<file path="config.mk">
export PLATFORM = sky130hd
export DESIGN_NAME = hbfm_host
export DESIGN_NICKNAME = d
export VERILOG_FILES = /design/src/hw/hbfm_pkg.sv /design/src/hw/hbfm_timer.sv /design/src/hw/hbfm_host.sv
export SDC_FILE = /design/constraint.sdc
export NUM_CORES = 1
export LEC_CHECK = 0
export ABC_AREA = 1
export CAP_MARGIN = 20
export CORE_UTILIZATION = 40
export DETAILED_ROUTE_END_ITERATION = 10
export DONT_BUFFER_PORTS = 1
export GPL_TIMING_DRIVEN = 1
export HOLD_SLACK_MARGIN = 0.12
export SYNTH_ARGS = -nofsm -noshare
export SYNTH_HDL_FRONTEND = slang
export SYNTH_HIERARCHICAL = 1
export SYNTH_SLANG_ARGS = --single-unit
</file>
<file path="constraint.sdc">
create_clock -name SYS_CLK -period 3.4 [get_ports SYS_CLK]
set_input_delay 0.34 -clock SYS_CLK [delete_from_list [all_inputs] [get_ports SYS_CLK]]
set_output_delay 0.34 -clock SYS_CLK [all_outputs]
set_load 0.02 [all_outputs]
</file>
<file path="src/hw/hbfm_pkg.sv">
// Function
// - hold the fault clear input asserted until supplies are established
// - start-up: raise clear, pulse low-side input to charge bootstrap, drop clear
// - low-side charge pulse and clear pulse each last at least 15 us, unless a sync fault aborts the charge pulse
// - controller may pull the shutdown line low anytime; device does not latch it
// - shutdown line is wired-OR; any low forces all drivers off
package hbfm_pkg;

  // ----------------------------------------------------------------
  // timing
  // ----------------------------------------------------------------
  localparam int unsigned CLK_FREQ_MHZ  = 125;
  localparam int unsigned MIN_PULSE_NS  = 15000;
  localparam logic [31:0] MIN_PULSE_CYC =
    32'((MIN_PULSE_NS * CLK_FREQ_MHZ + 999) / 1000);

  // ----------------------------------------------------------------
  // register map
  // ----------------------------------------------------------------
  localparam logic [11:0] ADDR_CTRL   = 12'h000;
  localparam logic [11:0] ADDR_STATUS = 12'h004;
  localparam logic [11:0] ADDR_EVENT  = 12'h008;
  localparam logic [11:0] ADDR_CHARGE = 12'h00C;

  localparam int unsigned CTRL_START_BIT    = 0;
  localparam int unsigned CTRL_SHUTDOWN_BIT = 1;
  localparam int unsigned CTRL_CLEAR_BIT    = 2;
  localparam int unsigned CTRL_HIGH_BIT     = 3;
  localparam int unsigned CTRL_LOW_BIT      = 4;

  localparam int unsigned EVT_FAULT_BIT = 0;
  localparam int unsigned EVT_SYNC_BIT  = 1;
  localparam int unsigned EVT_ABORT_BIT = 2;

  localparam logic [31:0] CHARGE_RESET = MIN_PULSE_CYC;

  typedef enum logic [2:0] {
    HBFM_IDLE, HBFM_CLR_SET, HBFM_CHARGE, HBFM_CHG_OFF,
    HBFM_CLR_REL, HBFM_RUN, HBFM_CLEAR, HBFM_ABORT
  } hbfm_state_t;

endpackage

</file>
<file path="src/hw/hbfm_timer.sv">
module hbfm_timer
  import hbfm_pkg::*;
#(
  parameter int unsigned W = 32
) (
  input  wire logic         clk,
  input  wire logic         rst_b,
  input  wire logic         load,
  input  wire logic [W-1:0] cycles,
  output logic              zero
);

  // ----------------------------------------------------------------
  // down counter
  // ----------------------------------------------------------------
  if (W < 12) begin : g_width_chk
    $error("hbfm_timer: W too small for the minimum pulse");
  end

  logic [W-1:0] count_r;

  always_ff @(posedge clk or negedge rst_b) begin
    if (!rst_b) begin
      count_r <= '0;
    end else if (load) begin
      count_r <= cycles;
    end else if (count_r != '0) begin
      count_r <= count_r - W'(1);
    end
  end

  assign zero = (count_r == '0);

endmodule

</file>
<file path="src/hw/hbfm_host.sv">
module hbfm_host
  import hbfm_pkg::*;
(
  input  wire logic        SYS_CLK,
  input  wire logic        RST_B,
  input  wire logic        PSEL,
  input  wire logic        PENABLE,
  input  wire logic        PWRITE,
  input  wire logic [11:0] PADDR,
  input  wire logic [31:0] PWDATA,
  output logic      [31:0] PRDATA,
  output logic             PREADY,
  output logic             PSLVERR,
  output logic             HIGH_SIDE_IN,
  output logic             LOW_SIDE_IN,
  output logic             FAULT_CLEAR_IN,
  input  wire logic        FAULT_SHUTDOWN_LINE_I,
  output logic             FAULT_SHUTDOWN_LINE_O,
  output logic             FAULT_SHUTDOWN_LINE_OE_N,
  input  wire logic        SYNC_FAULT_LINE_N
);

  // ----------------------------------------------------------------
  // apb decode
  // ----------------------------------------------------------------
  logic        wr_en;
  logic        rd_setup;
  logic        addr_ok;
  logic        start_pulse;
  logic        clear_pulse;
  logic        sd_r;
  logic        hi_cmd_r;
  logic        low_cmd_r;
  logic [31:0] charge_r;
  logic [2:0]  event_r;
  logic [2:0]  event_nxt;
  logic [31:0] rdata_nxt;

  assign addr_ok  = (PADDR == ADDR_CTRL) || (PADDR == ADDR_STATUS) ||
                    (PADDR == ADDR_EVENT) || (PADDR == ADDR_CHARGE);
  assign wr_en    = PSEL && PENABLE && PWRITE && addr_ok;
  assign rd_setup = PSEL && !PENABLE && !PWRITE;
  assign PREADY   = 1'b1;
  assign PSLVERR  = PSEL && PENABLE && !addr_ok;

  assign start_pulse = wr_en && (PADDR == ADDR_CTRL) && PWDATA[CTRL_START_BIT];
  assign clear_pulse = wr_en && (PADDR == ADDR_CTRL) && PWDATA[CTRL_CLEAR_BIT];

  // ----------------------------------------------------------------
  // control registers
  // ----------------------------------------------------------------
  always_ff @(posedge SYS_CLK or negedge RST_B) begin
    if (!RST_B) begin
      sd_r     <= 1'b0;
      hi_cmd_r <= 1'b0;
      low_cmd_r <= 1'b0;
    end else if (wr_en && (PADDR == ADDR_CTRL)) begin
      sd_r     <= PWDATA[CTRL_SHUTDOWN_BIT];
      hi_cmd_r <= PWDATA[CTRL_HIGH_BIT];
      low_cmd_r <= PWDATA[CTRL_LOW_BIT];
    end
  end

  always_ff @(posedge SYS_CLK or negedge RST_B) begin
    if (!RST_B) begin
      charge_r <= CHARGE_RESET;
    end else if (wr_en && (PADDR == ADDR_CHARGE)) begin
      charge_r <= PWDATA;
    end
  end

  // ----------------------------------------------------------------
  // start-up and clear sequencer
  // ----------------------------------------------------------------
  hbfm_state_t state_r;
  hbfm_state_t state_nxt;
  logic        tmr_zero;
  logic        tmr_load;
  logic [31:0] tmr_cycles;
  logic [31:0] charge_eff;
  logic        sync_low;
  logic        abort_evt;

  assign sync_low = !SYNC_FAULT_LINE_N;

  // a short charge setting is raised to the floor rather than refused
  assign charge_eff = (charge_r < MIN_PULSE_CYC) ? MIN_PULSE_CYC : charge_r;

  always_comb begin
    state_nxt = state_r;
    abort_evt = 1'b0;
    unique case (state_r)
      HBFM_IDLE: begin
        if (start_pulse) begin
          state_nxt = HBFM_CLR_SET;
        end
      end
      HBFM_CLR_SET: begin
        if (tmr_zero) begin
          state_nxt = HBFM_CHARGE;
        end
      end
      HBFM_CHARGE: begin
        // a sync fault during charging means an inverter failure
        if (sync_low) begin
          state_nxt = HBFM_ABORT;
          abort_evt = 1'b1;
        end else if (tmr_zero) begin
          state_nxt = HBFM_CHG_OFF;
        end
      end
      HBFM_CHG_OFF: begin
        if (sync_low) begin
          state_nxt = HBFM_ABORT;
          abort_evt = 1'b1;
        end else if (tmr_zero) begin
          state_nxt = HBFM_CLR_REL;
        end
      end
      HBFM_CLR_REL: begin
        state_nxt = HBFM_RUN;
      end
      HBFM_RUN: begin
        // clearing while a soft turn-off runs would disturb it
        if (clear_pulse && !sync_low) begin
          state_nxt = HBFM_CLEAR;
        end
      end
      HBFM_CLEAR: begin
        if (tmr_zero) begin
          state_nxt = HBFM_RUN;
        end
      end
      HBFM_ABORT: begin
        if (start_pulse) begin
          state_nxt = HBFM_CLR_SET;
        end
      end
    endcase
  end

  always_ff @(posedge SYS_CLK or negedge RST_B) begin
    if (!RST_B) begin
      state_r <= HBFM_IDLE;
    end else begin
      state_r <= state_nxt;
    end
  end

  assign tmr_load   = (state_nxt != state_r);
  assign tmr_cycles = (state_nxt == HBFM_CHARGE) ? charge_eff : MIN_PULSE_CYC;

  hbfm_timer #(
    .W (32)
  ) u_timer (
    .clk    (SYS_CLK),
    .rst_b  (RST_B),
    .load   (tmr_load),
    .cycles (tmr_cycles),
    .zero   (tmr_zero)
  );

  // ----------------------------------------------------------------
  // pin drive
  // ----------------------------------------------------------------
  logic hs_nxt;
  logic ls_nxt;
  logic fc_nxt;
  logic run_ok;
  logic sd_nxt;

  // look ahead at the write so the line and the gates change on the same edge
  assign sd_nxt = (wr_en && (PADDR == ADDR_CTRL)) ? PWDATA[CTRL_SHUTDOWN_BIT] : sd_r;

  // shutdown and sequencer both keep the gates off, except the charge pulse drives the low side even with shutdown set
  assign run_ok = (state_nxt == HBFM_RUN) && !sd_nxt;

  always_comb begin
    // clear stays high everywhere but run, so start-up noise raises no fault
    fc_nxt = (state_nxt != HBFM_RUN);
    ls_nxt = (state_nxt == HBFM_CHARGE);
    hs_nxt = 1'b0;
    if (run_ok) begin
      // both commanded is refused here instead of relying on the device
      hs_nxt = hi_cmd_r && !low_cmd_r;
      ls_nxt = low_cmd_r && !hi_cmd_r;
    end
  end

  always_ff @(posedge SYS_CLK or negedge RST_B) begin
    if (!RST_B) begin
      HIGH_SIDE_IN   <= 1'b0;
      LOW_SIDE_IN    <= 1'b0;
      FAULT_CLEAR_IN <= 1'b1;
    end else begin
      HIGH_SIDE_IN   <= hs_nxt;
      LOW_SIDE_IN    <= ls_nxt;
      FAULT_CLEAR_IN <= fc_nxt;
    end
  end

  // open-drain: only ever pulls low, enable low while driving
  always_ff @(posedge SYS_CLK or negedge RST_B) begin
    if (!RST_B) begin
      FAULT_SHUTDOWN_LINE_OE_N <= 1'b1;
    end else begin
      FAULT_SHUTDOWN_LINE_OE_N <= !sd_nxt;
    end
  end

  assign FAULT_SHUTDOWN_LINE_O = 1'b0;

  // ----------------------------------------------------------------
  // events and status
  // ----------------------------------------------------------------
  logic fault_seen;

  // in run, a low line that we are not pulling is a device or peer fault
  assign fault_seen = !FAULT_SHUTDOWN_LINE_I && FAULT_SHUTDOWN_LINE_OE_N &&
                      (state_r == HBFM_RUN);

  always_comb begin
    event_nxt = event_r;
    if (wr_en && (PADDR == ADDR_EVENT)) begin
      event_nxt = event_r & ~PWDATA[2:0];
    end
    // set wins over a clear in the same cycle
    if (fault_seen) event_nxt[EVT_FAULT_BIT] = 1'b1;
    if (sync_low)   event_nxt[EVT_SYNC_BIT]  = 1'b1;
    if (abort_evt)  event_nxt[EVT_ABORT_BIT] = 1'b1;
  end

  always_ff @(posedge SYS_CLK or negedge RST_B) begin
    if (!RST_B) begin
      event_r <= 3'h0;
    end else begin
      event_r <= event_nxt;
    end
  end

  always_comb begin
    rdata_nxt = 32'h0000_0000;
    unique case (PADDR)
      ADDR_CTRL:   rdata_nxt = {27'h000_0000, low_cmd_r, hi_cmd_r, 1'b0, sd_r, 1'b0};
      ADDR_STATUS: rdata_nxt = {21'h00_0000, 3'(state_r), 3'b000, FAULT_CLEAR_IN,
                                LOW_SIDE_IN, HIGH_SIDE_IN, SYNC_FAULT_LINE_N,
                                FAULT_SHUTDOWN_LINE_I};
      ADDR_EVENT:  rdata_nxt = {29'h0000_0000, event_r};
      ADDR_CHARGE: rdata_nxt = charge_r;
      default:     rdata_nxt = 32'h0000_0000;
    endcase
  end

  always_ff @(posedge SYS_CLK or negedge RST_B) begin
    if (!RST_B) begin
      PRDATA <= 32'h0000_0000;
    end else if (rd_setup) begin
      PRDATA <= rdata_nxt;
    end
  end

endmodule

</file>
==> impl_metrics.csv <==
group,metric,value,unit
clock_tree,post_cts_buffers,0,
placement,dpl.hpwl,11700,um
critical_path,slowest_stage,"dfrtp_1",
synthesis,syn_area,0.00634,mm2
detailed_routing,vias,5113,
final_layout,layout.cells.non_filler,985,
sta,period_minus_slack,3.19,ns
placement,gp_congestion,0.921,
synthesis,synth_flop_cell,"dfrtp_1",
power_and_ir_drop,totalPowerFinal,4.46,mW
power_and_ir_drop,p_sw,1.84,mW
power_and_ir_drop,p_clk_frac,0.245,
synthesis,yosys.area.top_type_share,0.395,
critical_path,cp.arrival,3.42,ns
sta,setup_viol,0,
sta,fmax,0.313,GHz
clock_tree,path_clk_slew,0.08,ns
sta,slew_headroom,0.368,
final_layout,fillCellCount,1530,
clock_tree,cts_tree,"done",
clock_tree,cts_buffer_depth,2,
detailed_routing,viasPerCell,5.19,
synthesis,synth_xor_xnor_area_share,0.0207,
global_routing,grt_antenna_before_repair,0,
critical_path,endpoint_kind,"flop",
global_routing,grt_max_degree,110,
global_routing,grt.overflow.total,0,
power_and_ir_drop,seqPwrFrac,0.353,
sta,finalHoldViolCount,0,
synthesis,yosysUniqueCellTypes,49,
synthesis,yosys.area_share.adder,0.00197,
floorplan,start_util,0.414,
power_and_ir_drop,peakVddDrop,0.353,mV
detailed_routing,routed_wl,15600,um
synthesis,ys_seq_area_frac,0.432,
critical_path,crit_chain,"inv_1 -> ha_4 -> nand2_4 -> nor2_8 -> nand4_1 -> nor3_1 -> buf_4 -> o21ai_0 -> nand3_1 -> nand2_2 -> nor2_4 -> nand4_4 -> or2_2 -> nand3_1 -> inv_1 -> buf_6 -> nand2_2 -> clkinv_4 -> nand2_2 -> o21ai_2",
synthesis,synthSimpleGateAreaFrac,0.320,
synthesis,syn_inst,754,
final_layout,layout_common_cells,"183 x nand2_1, 100 x dfrtp_1, 81 x nor2_1, 75 x inv_1, 41 x nand3_1",
synthesis,syn_area_per_cell,8.40,um2
floorplan,rows,45,
power_and_ir_drop,intPower,2.62,mW
synthesis,synth-seq-cells,109,
critical_path,cpLargestDelayFamily,"simple AND/OR/NAND/NOR gates",
sta,tns,0,ns
floorplan,fp.dieArea,0.0164,mm2
sta,rsz0062_at_grt,"false",
power_and_ir_drop,powerDensity,632,mW/mm2
critical_path,cp_data_required_time,3.63,ns
synthesis,synth-compound-area-share,0.0912,
final_layout,drive_above_1_share,0.185,
floorplan,io_pins,90,
floorplan,die_w,128,um
sta,finalMaxSlewViolations,0,
critical_path,critPathMostFrequentCell,"nand2_2",
final_layout,nets,821,
detailed_routing,detail-route-antenna-nets,0,
sta,post-route-period-util,0.939,
critical_path,start_kind,"flop",
critical_path,critical_path_class,"reg2reg",
detailed_routing,drt_iter0_markers,401,
final_layout,final_common_cell,"nand2_1",
synthesis,yosysWarnings,6,
power_and_ir_drop,combinationalPowerShare,0.402,
critical_path,crit_buf_inv,5,
clock_tree,clock-root-buffer,"clkbuf_16",
clock_tree,cts_buffers,9,
synthesis,synth_mux_area_frac,0.0598,
synthesis,synth_top_family_by_area,"simple AND/OR/NAND/NOR gates",
outcome,status,"complete, no violations",
run,maxCapViolCount,0,
power_and_ir_drop,switching_share,0.412,
floorplan,die_h,128,um
global_routing,grt_pass1_vias,4985,
detailed_routing,drcViolationCount,0,
critical_path,crit_fanout,20,
synthesis,async_reset_ff_frac,1.00,
placement,io_buffers,0,
synthesis,synth_top_cell_by_area,"dfrtp_1",
hold_path,hold_class,"in2reg",
detailed_routing,drt_first_pass_iters,6,
power_and_ir_drop,power.leakage,3.25,nW
synthesis,synthTopCellsByArea,"dfrtp_1 39%, nand2_1 11%, nor2_1 4.8%",
synthesis,synth.net_count,806,
global_routing,grt_pass1_wl,25500,um
floorplan,core-area,0.0153,mm2
clock_tree,clock_latency,0.35,ns
clock_tree,htreeDepth,3,
detailed_routing,drt-wirelength-per-cell,15.8,um
final_layout,area_delta_synth_final,11.3,%
sta,worst_pin_slew,0.946,ns
global_routing,grt.total_usage,0.200,
critical_path,max_stage_delay,0.38,ns
sta,skew,0.0115,ns
placement,dp.cells,952,
clock_tree,clock-sinks,109,
synthesis,synth_enable_flop_cells,0,
final_layout,antenna_cells,0,
[area by class of cell]
cell class              count  area (um2)  area share
clock buffers              11         243      0.0344
clock inverters             5        65.1     0.00922
inverters                  87         332      0.0470
multi-input cells         539        3160       0.448
flip-flops and latches    109        2740       0.388
well taps                 211         264      0.0374
repair buffers             23         249      0.0353
[per-layer routing]
metal | vias to the layer above | global-route usage | share of wire | wire length [um]
li1 | 2476 | - | - | -
met1 | 2413 | 0.275 | 0.46 | 7190
met2 | 194 | 0.303 | 0.44 | 6920
met3 | 30 | 0.0497 | 0.070 | 1090
met4 | 0 | 0.0754 | 0.022 | 345
met5 | - | 0 | 0 | 0
[power groups by stage]
stage | Sequential (mW) | Clock [mW] | Combinational, mW
global route | 1.59 | 1.16 | 2.02
detailed placement | 1.59 | 0 | 1.69
finish | 1.58 | 1.09 | 1.79
global placement | 1.59 | 0 | 1.66
floorplan | 1.55 | 0 | 1.39
CTS | 1.57 | 1.12 | 1.75
[logic make-up (layout without fill, tap and decap cells)]
family / after synthesis / count (layout)
DFF: 109 / 109
other: 2 / 2
AOI/OAI and AO/OA: 93 / 93
xor gates and xnor gates: 15 / 15
buffers and inverters: 106 / 126
adders and majority gates: 1 / 1
muxes: 27 / 27
and+or+nand+nor: 401 / 401
[Yosys cell counts, drive strengths merged (2+ instances only)]
cell and instances:
inv 84, o21bai 4, o31ai 22, o211ai 2, or2 3, nor4 6, buf 7, a21oi 11
xor2 10, clkinv 3, conb 2, nor3 12, clkbuf 12, nand2 200, xnor2 5, o21ai 47
dfrtp 100, nand3 46, mux2 27, dfstp 9, nand4 12, nor2 120, o22ai 4
[flip-flops by register name, summed over array words and instances, names as in the netlist, 3 cells and up]
signal,count
u_timer/count_r,32
event_r,3
state_r,3
charge_r,32
PRDATA,32
[metrics by stage]
step	area [um2]	hold slack [ns]	utilization	worst slack [ns]
after floorplan	6340	0.0444	-	0.249
after global placement	6530	0.0542	0.426	0.247
after detailed placement	6530	0.0542	0.426	0.0950
after CTS	7020	0.120	0.458	0.0562
after global routing	7050	0.120	0.461	0.000239
final	7050	0.132	0.461	0.207
[repair_timing]
| action | 4_1_cts | 5_1_grt |
|---|---|---|
| setup endpoints to repair | 0 | 32 |
| hold buffers | 16 | 1 |
| hold endpoints to repair | 123 | 1 |
| gates resized for setup | 0 | 5 |
[path summary, 6_finish.rpt]
check	startpoint	slack (ns)	depth (start not counted)	endpoint
min in group asynchronous	RST_B	0.59	2	u_timer/count_r[10]$_DFFE_PN0P_
max reg2reg	u_timer/count_r[0]$_DFFE_PN0P_	0.21	20	u_timer/count_r[1]$_DFFE_PN0P_
min reg2reg	charge_r[0]$_DFFE_PN1P_	0.50	2	charge_r[0]$_DFFE_PN1P_
max	u_timer/count_r[0]$_DFFE_PN0P_	0.21	20	u_timer/count_r[1]$_DFFE_PN0P_
max in group asynchronous	RST_B	2.36	2	PRDATA[31]$_DFFE_PN0P_
min	PWDATA[25]	0.13	1	charge_r[25]$_DFFE_PN0P_
Power figures use the tool's default switching activity.
